<file path="src/inc/pcamc_pkg.sv">
// Package of constants for the counter array mode control block
package pcamc_pkg;

   // ==========================================================
   // Register map (word offsets, one register per address)
   localparam logic [3:0] ADDR_MODE = 4'h0;
   localparam logic [3:0] ADDR_COUNT = 4'h1;
   localparam logic [3:0] ADDR_STATUS = 4'h2;
   localparam logic [3:0] ADDR_IRQ_EN = 4'h3;
   localparam logic [3:0] ADDR_IRQ_CLR = 4'h4;
   localparam logic [3:0] ADDR_CONTROL = 4'h5;

   // ==========================================================
   // Mode register fields
   localparam int MODE_IDLE_HOLD_BIT = 7;
   localparam int MODE_WDOG_BIT = 6;
   localparam int MODE_SRC_HI = 2;
   localparam int MODE_SRC_LO = 1;
   localparam int MODE_OVF_IRQ_BIT = 0;
   localparam logic [7:0] MODE_IMPL_MASK = 8'hC7;
   localparam logic [7:0] MODE_RESET = 8'h00;

   // ==========================================================
   // Control register fields
   localparam int CTRL_RUN_BIT = 6;
   localparam int CTRL_OVF_BIT = 7;

   // ==========================================================
   // Count sources
   localparam logic [1:0] SRC_DIV12 = 2'h0;
   localparam logic [1:0] SRC_DIV4 = 2'h1;
   localparam logic [1:0] SRC_T0OVF = 2'h2;
   localparam logic [1:0] SRC_EXT = 2'h3;
   localparam logic [3:0] DIV12_LAST = 4'hB;
   localparam logic [1:0] DIV4_LAST = 2'h3;
   localparam int EXT_MIN_PERIOD = 8;

   // ==========================================================
   // Status bits
   localparam int STAT_OVF_BIT = 0;
   localparam int STAT_EXT_FAST_BIT = 1;
   localparam int STAT_W = 2;
endpackage

</file>
<file path="src/pcamc_top.sv">
// Counter array mode control with timebase, register slave and interrupts
`timescale 1ns/1ns
module pcamc_top (
   // Clock and reset
   input wire logic REF_CLK,
   input wire logic RST,
   // Avalon-MM slave
   input wire logic [3:0] AVS_ADDRESS,
   input wire logic AVS_READ,
   input wire logic AVS_WRITE,
   input wire logic [31:0] AVS_WRITEDATA,
   output logic [31:0] AVS_READDATA,
   output logic AVS_WAITREQUEST,
   // Device inputs
   input wire logic IDLE_MODE,
   input wire logic TIMER0_OVF,
   input wire logic EXTERNAL_COUNT_INPUT,
   // Device outputs
   output logic MODULE4_WATCHDOG_EN,
   output logic [15:0] COUNT_VALUE,
   output logic COUNT_PULSE,
   output logic OVF_IRQ_REQ,
   output logic IRQ
);

   // ==========================================================
   // Input synchronisers (external count pin and idle input)
   logic ext_s1_r, ext_s2_r, ext_s3_r;
   logic idle_s1_r, idle_s2_r;
   always_ff @(posedge REF_CLK or posedge RST) begin
      if (RST) begin
         ext_s1_r <= 1'b0;
         ext_s2_r <= 1'b0;
         ext_s3_r <= 1'b0;
         idle_s1_r <= 1'b0;
         idle_s2_r <= 1'b0;
      end else begin
         ext_s1_r <= EXTERNAL_COUNT_INPUT;
         ext_s2_r <= ext_s1_r;
         ext_s3_r <= ext_s2_r;
         idle_s1_r <= IDLE_MODE;
         idle_s2_r <= idle_s1_r;
      end
   end
   wire ext_rise = ext_s2_r & ~ext_s3_r;

   // ==========================================================
   // Registers and bus slave
   localparam int STAT_W_L = pcamc_pkg::STAT_W;
   logic [7:0] mode_r, mode_nxt;
   logic run_r, run_nxt;
   logic [STAT_W_L-1:0] stat_r, stat_nxt;
   logic [STAT_W_L-1:0] irq_en_r, irq_en_nxt;
   logic ack_r, ack_nxt;
   logic wait_r, wait_nxt;
   logic [31:0] rdata_r, rdata_nxt;
   logic [15:0] cnt_r, cnt_nxt;
   logic ovf_r, ovf_nxt;
   logic [3:0] div_r, div_nxt;
   logic [3:0] ext_gap_r, ext_gap_nxt;
   logic pulse_r, pulse_nxt;
   logic wd_r, wd_nxt;
   logic ovf_irq_r, ovf_irq_nxt;
   logic irq_r, irq_nxt;

   wire acc = (AVS_READ | AVS_WRITE) & ~ack_r;
   // Writes land only at the edge where waitrequest is seen low
   wire wr = AVS_WRITE & ack_r;
   wire [1:0] src = {mode_r[pcamc_pkg::MODE_SRC_HI], mode_r[pcamc_pkg::MODE_SRC_LO]};
   wire hold = mode_r[pcamc_pkg::MODE_IDLE_HOLD_BIT] & idle_s2_r;
   logic tick;
   logic ovf_event;
   logic ext_fast;

   always_comb begin
      mode_nxt = mode_r;
      run_nxt = run_r;
      irq_en_nxt = irq_en_r;
      ack_nxt = acc;
      wait_nxt = ~acc;
      rdata_nxt = rdata_r;
      cnt_nxt = cnt_r;
      ovf_nxt = ovf_r;
      div_nxt = div_r;
      ext_gap_nxt = ext_gap_r;
      stat_nxt = stat_r;
      tick = 1'b0;
      ext_fast = 1'b0;
      // Prescaler runs only while counting is allowed
      if (run_r && !hold) begin
         unique case (src)
            pcamc_pkg::SRC_DIV12: begin
               tick = (div_r == pcamc_pkg::DIV12_LAST);
               div_nxt = tick ? 4'h0 : div_r + 4'h1;
            end
            pcamc_pkg::SRC_DIV4: begin
               tick = (div_r[1:0] == pcamc_pkg::DIV4_LAST);
               div_nxt = tick ? 4'h0 : div_r + 4'h1;
            end
            pcamc_pkg::SRC_T0OVF: tick = TIMER0_OVF;
            pcamc_pkg::SRC_EXT: tick = ext_rise;
         endcase
      end
      // External pulses closer than osc/8 are flagged as an error while the external source is selected
      if (ext_rise) begin
         ext_fast = (src == pcamc_pkg::SRC_EXT) && (ext_gap_r != 4'h0);
         ext_gap_nxt = 4'(pcamc_pkg::EXT_MIN_PERIOD - 1);
      end else if (ext_gap_r != 4'h0) begin
         ext_gap_nxt = ext_gap_r - 4'h1;
      end
      ovf_event = tick && (cnt_r == 16'hFFFF);
      if (tick) begin
         cnt_nxt = cnt_r + 16'h0001;
      end
      if (wr && AVS_ADDRESS == pcamc_pkg::ADDR_MODE) begin
         mode_nxt = AVS_WRITEDATA[7:0] & pcamc_pkg::MODE_IMPL_MASK;
      end
      if (wr && AVS_ADDRESS == pcamc_pkg::ADDR_COUNT) begin
         cnt_nxt = AVS_WRITEDATA[15:0];
      end
      if (wr && AVS_ADDRESS == pcamc_pkg::ADDR_CONTROL) begin
         run_nxt = AVS_WRITEDATA[pcamc_pkg::CTRL_RUN_BIT];
         // Software may only clear the overflow flag
         if (!AVS_WRITEDATA[pcamc_pkg::CTRL_OVF_BIT]) begin
            ovf_nxt = 1'b0;
         end
      end
      if (wr && AVS_ADDRESS == pcamc_pkg::ADDR_IRQ_EN) begin
         irq_en_nxt = AVS_WRITEDATA[STAT_W_L-1:0];
      end
      if (wr && AVS_ADDRESS == pcamc_pkg::ADDR_IRQ_CLR) begin
         stat_nxt = stat_r & ~AVS_WRITEDATA[STAT_W_L-1:0];
      end
      // Set wins over a same-cycle clear
      if (ovf_event) begin
         ovf_nxt = 1'b1;
         stat_nxt[pcamc_pkg::STAT_OVF_BIT] = 1'b1;
      end
      if (ext_fast) begin
         stat_nxt[pcamc_pkg::STAT_EXT_FAST_BIT] = 1'b1;
      end
      if (AVS_READ && !ack_r) begin
         unique case (AVS_ADDRESS)
            pcamc_pkg::ADDR_MODE: rdata_nxt = {24'h00_0000, mode_r};
            pcamc_pkg::ADDR_COUNT: rdata_nxt = {16'h0000, cnt_r};
            pcamc_pkg::ADDR_STATUS: rdata_nxt = {30'h0000_0000, stat_r};
            pcamc_pkg::ADDR_IRQ_EN: rdata_nxt = {30'h0000_0000, irq_en_r};
            pcamc_pkg::ADDR_CONTROL:
               rdata_nxt = {24'h00_0000, ovf_r, run_r, 6'h00};
            default: rdata_nxt = 32'h0000_0000;
         endcase
      end
      pulse_nxt = tick;
      wd_nxt = mode_nxt[pcamc_pkg::MODE_WDOG_BIT];
      ovf_irq_nxt = ovf_nxt & mode_nxt[pcamc_pkg::MODE_OVF_IRQ_BIT];
      irq_nxt = |(stat_nxt & irq_en_nxt);
   end

   always_ff @(posedge REF_CLK or posedge RST) begin
      if (RST) begin
         mode_r <= pcamc_pkg::MODE_RESET;
         run_r <= 1'b0;
         irq_en_r <= '0;
         stat_r <= '0;
         ack_r <= 1'b0;
         wait_r <= 1'b1;
         rdata_r <= 32'h0000_0000;
         cnt_r <= 16'h0000;
         ovf_r <= 1'b0;
         div_r <= 4'h0;
         ext_gap_r <= 4'h0;
         pulse_r <= 1'b0;
         wd_r <= 1'b0;
         ovf_irq_r <= 1'b0;
         irq_r <= 1'b0;
      end else begin
         mode_r <= mode_nxt;
         run_r <= run_nxt;
         irq_en_r <= irq_en_nxt;
         stat_r <= stat_nxt;
         ack_r <= ack_nxt;
         wait_r <= wait_nxt;
         rdata_r <= rdata_nxt;
         cnt_r <= cnt_nxt;
         ovf_r <= ovf_nxt;
         div_r <= div_nxt;
         ext_gap_r <= ext_gap_nxt;
         pulse_r <= pulse_nxt;
         wd_r <= wd_nxt;
         ovf_irq_r <= ovf_irq_nxt;
         irq_r <= irq_nxt;
      end
   end

   // Waitrequest is high until the single ack cycle
   assign AVS_WAITREQUEST = wait_r;
   assign AVS_READDATA = rdata_r;
   assign MODULE4_WATCHDOG_EN = wd_r;
   assign COUNT_VALUE = cnt_r;
   assign COUNT_PULSE = pulse_r;
   assign OVF_IRQ_REQ = ovf_irq_r;
   assign IRQ = irq_r;

   // ==========================================================
   // Checks
   chk_idle_hold: assert property (@(posedge REF_CLK) disable iff (RST)
      hold |-> !tick)
      else $error("count advanced while held in idle");

   chk_hold_div: assert property (@(posedge REF_CLK) disable iff (RST)
      hold |=> $stable(div_r))
      else $error("prescaler moved while held in idle");

   chk_wdog_follow: assert property (@(posedge REF_CLK) disable iff (RST)
      ##1 wd_r == mode_r[pcamc_pkg::MODE_WDOG_BIT])
      else $error("watchdog enable does not follow mode bit");

   chk_wdog_pin: assert property (@(posedge REF_CLK) disable iff (RST)
      MODULE4_WATCHDOG_EN == mode_r[pcamc_pkg::MODE_WDOG_BIT])
      else $error("watchdog pin differs from mode bit");

   // Mode may switch mid-period, so only a same-source tick is counted
   chk_div12_rate: assert property (@(posedge REF_CLK) disable iff (RST)
      (tick && src == pcamc_pkg::SRC_DIV12 && !wr)
      |=> !(tick && src == pcamc_pkg::SRC_DIV12) [*8])
      else $error("divide by twelve ticks too often");

   chk_div4_rate: assert property (@(posedge REF_CLK) disable iff (RST)
      (tick && src == pcamc_pkg::SRC_DIV4 && !wr)
      |=> !(tick && src == pcamc_pkg::SRC_DIV4) [*3])
      else $error("divide by four ticks too often");

   chk_t0_tick: assert property (@(posedge REF_CLK) disable iff (RST)
      (run_r && !hold && src == pcamc_pkg::SRC_T0OVF) |-> (tick == TIMER0_OVF))
      else $error("timer 0 overflow not counted");

   chk_ext_tick: assert property (@(posedge REF_CLK) disable iff (RST)
      (src == pcamc_pkg::SRC_EXT && tick) |-> $rose(ext_s2_r))
      else $error("external count without pin edge");

   chk_ext_fast: assert property (@(posedge REF_CLK) disable iff (RST)
      ext_fast |=> stat_r[pcamc_pkg::STAT_EXT_FAST_BIT])
      else $error("fast external pulse not flagged");

   chk_ovf_irq: assert property (@(posedge REF_CLK) disable iff (RST)
      (ovf_r && !mode_r[pcamc_pkg::MODE_OVF_IRQ_BIT]) |-> !OVF_IRQ_REQ ##0 1)
      else $error("overflow request while disabled");

   chk_ovf_req_on: assert property (@(posedge REF_CLK) disable iff (RST)
      (ovf_r && mode_r[pcamc_pkg::MODE_OVF_IRQ_BIT]) |-> OVF_IRQ_REQ)
      else $error("overflow request missing while enabled");

   chk_irq_level: assert property (@(posedge REF_CLK) disable iff (RST)
      IRQ == |(stat_r & irq_en_r))
      else $error("interrupt line differs from enabled status");

   chk_ovf_sticky: assert property (@(posedge REF_CLK) disable iff (RST)
      (stat_r[pcamc_pkg::STAT_OVF_BIT] && !(wr && AVS_ADDRESS == pcamc_pkg::ADDR_IRQ_CLR))
      |=> stat_r[pcamc_pkg::STAT_OVF_BIT])
      else $error("overflow status lost without clear");

   chk_reserved_zero: assert property (@(posedge REF_CLK) disable iff (RST)
      (mode_r & ~pcamc_pkg::MODE_IMPL_MASK) == 8'h00)
      else $error("reserved mode bits set");

   chk_wrap_flag: assert property (@(posedge REF_CLK) disable iff (RST)
      (tick && cnt_r == 16'hFFFF) |=> (ovf_r && cnt_r == 16'h0000))
      else $error("wrap did not set overflow flag");

   chk_run_gate: assert property (@(posedge REF_CLK) disable iff (RST)
      !run_r |-> !tick)
      else $error("count advanced while stopped");

   chk_count_step: assert property (@(posedge REF_CLK) disable iff (RST)
      (tick && !wr) |=> COUNT_VALUE == $past(cnt_r) + 16'h0001)
      else $error("count did not step by one");

   chk_count_hold: assert property (@(posedge REF_CLK) disable iff (RST)
      (!tick && !wr) |=> $stable(cnt_r))
      else $error("count moved without a pulse");

   chk_pulse_follow: assert property (@(posedge REF_CLK) disable iff (RST)
      tick |=> COUNT_PULSE)
      else $error("count pulse missing after increment");

   // Bus slave answers once per request, then drops the answer
   chk_wait_one: assert property (@(posedge REF_CLK) disable iff (RST)
      !AVS_WAITREQUEST |=> AVS_WAITREQUEST)
      else $error("waitrequest low for more than one cycle");

   chk_req_ack: assert property (@(posedge REF_CLK) disable iff (RST)
      ((AVS_READ || AVS_WRITE) && AVS_WAITREQUEST) |=> !AVS_WAITREQUEST)
      else $error("request not answered in one cycle");
endmodule

</file>
<file path="config.mk">
export PLATFORM = sky130hd
export DESIGN_NAME = pcamc_top
export DESIGN_NICKNAME = d
export VERILOG_FILES = /design/src/inc/pcamc_pkg.sv /design/src/pcamc_top.sv
export SDC_FILE = /design/constraint.sdc
export NUM_CORES = 1
export LEC_CHECK = 0
export ABC_CLOCK_PERIOD_IN_PS = 4300
export BUFFER_PORTS_ARGS = -buffer_cell sky130_fd_sc_hd__buf_2
export CAP_MARGIN = 20
export CORE_MARGIN = 1.5
export CORE_UTILIZATION = 55
export CTS_CLUSTER_SIZE = 8
export DETAILED_ROUTE_END_ITERATION = 7
export GPL_ROUTABILITY_DRIVEN = 0
export PLACE_DENSITY_LB_ADDON = 0.2
export SETUP_SLACK_MARGIN = 0.15
export SYNTH_ARGS = -nofsm -noshare
export SYNTH_HDL_FRONTEND = slang
export SYNTH_SLANG_ARGS = --single-unit
</file>
<file path="constraint.sdc">
create_clock -name REF_CLK -period 4.3 [get_ports REF_CLK]
set_clock_uncertainty 0.15 [all_clocks]
set_input_delay 0.43 -clock REF_CLK [delete_from_list [all_inputs] [get_ports REF_CLK]]
set_output_delay 0.43 -clock REF_CLK [all_outputs]
set_load 0.05 [all_outputs]
</file>
==> impl_metrics.tcl <==
set metrics [dict create \
    status "complete, no violations" \
    antenna_cells 0 \
    syn_to_final_growth_pct 15.5 \
    postCtsHoldBufs 0 \
    hpwl_um 4550 \
    ys_seq_area_share_pct 49.4 \
    grt_overflow 0 \
    cts_buffers 9 \
    pwr-share-clk_pct 24.1 \
    hold_violations 0 \
    post_cts_resized 0 \
    rsz0062_at_grt "no" \
    viasPerCell 5.35 \
    firstDrtPassIters 4 \
    fin_nets 414 \
    dr.max_layer_used "met4" \
    cp.arrival_ns 2.30 \
    critPathMaxFanout 11 \
    synth_top_area_cell "dfrtp_1" \
    grt_pass1_wl_um 10700 \
    cts_tree "yes" \
    antenna_found_initial 0 \
    wl_per_cell_um 14.3 \
    grt_max_degree 62 \
    pwr-share-seq_pct 42.5 \
    yosys-top-cells-area "dfrtp_1 49%, buf_4 3.9%, a22o_1 3.4%" \
    wl_met3_um 331 \
    async_flop_share_pct 100 \
    final_area_mm2 0.00357 \
    slew_violations 0 \
    start_util_pct 56.6 \
    critPathLaunchType "flop" \
    ys_seq_elements 61 \
    cp-end-kind "flop" \
    drt-total-wl_um 6330 \
    p_switching_mw 0.791 \
    period_needed_ns 2.22 \
    fillCellCount 455 \
    p_per_area_mw_per_mm2 537 \
    synth-main-ff-cell "dfrtp_1" \
    setup_viol 0 \
    first_global_vias 2189 \
    syn_area_mm2 0.00310 \
    drive_gt1_share_pct 26.6 \
    die_w_um 78.0 \
    core_area_mm2 0.00547 \
    p_leak_nw 1.80 \
    worst_pin_slew_ns 0.872 \
    cap_violations 0 \
    syn_area_per_cell_um2 10.2 \
    die-area_mm2 0.00609 \
    slew_headroom_pct 41.6 \
    syn_inst 304 \
    post_cts.repair.setup_buffers 0 \
    detail-route-antenna-nets 0 \
    dr_wl_met2_um 2840 \
    required_ns 4.37 \
    timing.setup.tns_ns 0 \
    path_clk_slew_ns 0.07 \
    netlist.area_leader.share_pct 48.5 \
    cts.sink_count 61 \
    total_power_mw 1.92 \
    dr.first_iter.drc_count 132 \
    power_frac_comb_pct 33.3 \
    die_h_um 78.0 \
    rows 27 \
    critPathKind "flop to flop" \
    final.period_utilization_pct 51.7 \
    cts_max_level 3 \
    dpl_cell_area_mm2 0.00340 \
    io_buffer_count 63 \
    wl_met1_um 3040 \
    yosysWarnings 0 \
    holdCritPathClass "input pin to flop" \
    clkLatencyLatePin_ns 0.34 \
    ioPinCount 96 \
    yosysUniqueCellTypes 46 \
    vias 2375 \
    grt_use_total_pct 22.8 \
    drc 0 \
    p_sw_share_pct 41.2 \
    p_int_mw 1.13 \
    clockBufferDepth 2 \
    root_buffer "clkbuf_8" \
    clock.fmax_ghz 0.450 \
    irDropWorstVdd_uv 311 \
    synth_edf_count 0 \
]
==> Yosys cell counts (9+ instances only) <==
library cell,count
nand2_1,22
o21ai_0,14
xor2_1,9
buf_4,16
nand3_1,9
nor2_1,23
a22o_1,12
dfrtp_1,60
a21oi_1,20
mux2i_1,9
inv_1,11
==> final timing paths <==
check                          start               to  slack (ns)  cells after the start
setup / recovery           mode_r[1]  COUNT_VALUE[14]        2.08                      5
hold / removal             IDLE_MODE        idle_s1_r        0.04                      1
setup reg to reg           mode_r[1]  COUNT_VALUE[14]        2.08                      5
hold reg to reg             ext_s1_r         ext_s2_r        0.20                      0
max in group asynchronous        RST            ack_r        3.36                      3
min in group asynchronous        RST        stat_r[0]        0.15                      3
==> per-layer routing <==
| layer | global-route usage (%) | vias to the layer above |
|---|---|---|
| met4 | 7.50 | 0 |
| met2 | 33.9 | 68 |
| met5 | 0 | - |
| met1 | 32.0 | 1132 |
| li1 | - | 1165 |
| met3 | 6.86 | 10 |
==> sequential cells by signal (all words and copies together), names as in the netlist, 2 cells and up <==
| signal | count |
|---|---|
| AVS_READDATA | 16 |
| COUNT_VALUE | 16 |
| div_r | 4 |
| ext_gap_r | 4 |
| irq_en_r | 2 |
| mode_r | 5 |
| stat_r | 2 |
==> power groups by stage <==
stage	Sequential [mW]	Clock (mW)	Combinational, mW
after floorplan	0.982	0	0.335
after global placement	0.820	0	0.628
after detailed placement	0.825	0	0.642
after CTS	0.815	0.472	0.644
after global routing	0.832	0.503	0.699
final	0.816	0.463	0.640
==> cell usage in the layout (no fill, tap or decap), types with 4 or more instances in the layout <==
cell type  synthesis  layout
nand2b_1           7       7
buf_2              8      63
a21oi_1           20      20
nor4_1             5       5
conb_1             1      16
a21boi_0           4       4
nor2_1            23      23
nand3_1            9       9
nand2_1           22      22
nand4_1            8       8
dfrtp_1           60      60
o21ai_0           14      14
a22o_1            12      12
mux2i_1            9       9
inv_1             11      10
xnor2_1            5       5
ha_1               4       4
xor2_1             9       9
clkbuf_8           0      11
nor2b_1            4       4
and3_1             8       8
mux2_2             6       6
==> per-stage QoR <==
stage	setup WS, ns	hold WS, ns	cells	utilization, %
after floorplan	2.21	0.181	319	-
after global placement	1.98	0.184	428	62.1
after detailed placement	1.99	0.191	428	62.1
after CTS	2.09	0.0313	444	65.3
after global routing	1.80	0.0196	444	65.3
final	2.08	0.0435	444	65.3
==> critical path, stage by stage (launching register included) <==
cell      delay, ns
dfrtp_1        0.47
nand3b_1       0.14
a31oi_1        0.73
nand4_1        0.31
mux2i_1        0.24
nor2_1         0.06
==> area by class of cell <==
| type | instances | area [um2] | share of cell area, % |
|---|---|---|---|
| Multi-Input combinational cell | 219 | 1410 | 39.4 |
| Clock buffer | 12 | 155 | 4.34 |
| Timing Repair Buffer | 65 | 330 | 9.24 |
| Sequential cell | 61 | 1530 | 42.7 |
| Tap cell | 72 | 90.1 | 2.52 |
| Clock inverter | 4 | 22.5 | 0.630 |
| Inverter | 11 | 41.3 | 1.16 |
==> logic make-up (layout without fill, tap and decap cells) <==
logic type               count (synthesis)  in the layout  synth area share, %
AND/OR/NAND/NOR                        106            106                 18.7
AO/OA/AOI/OAI                           62             62                 13.2
flip-flops                              61             61                 49.4
buffers and inverters                   39             92                 6.99
multiplexers                            17             17                 6.06
XOR/XNOR                                14             14                 3.96
adder cells (fa/ha/maj)                  4              4                 1.62
other                                    1             16                0.121
Power figures use the tool's default switching activity.
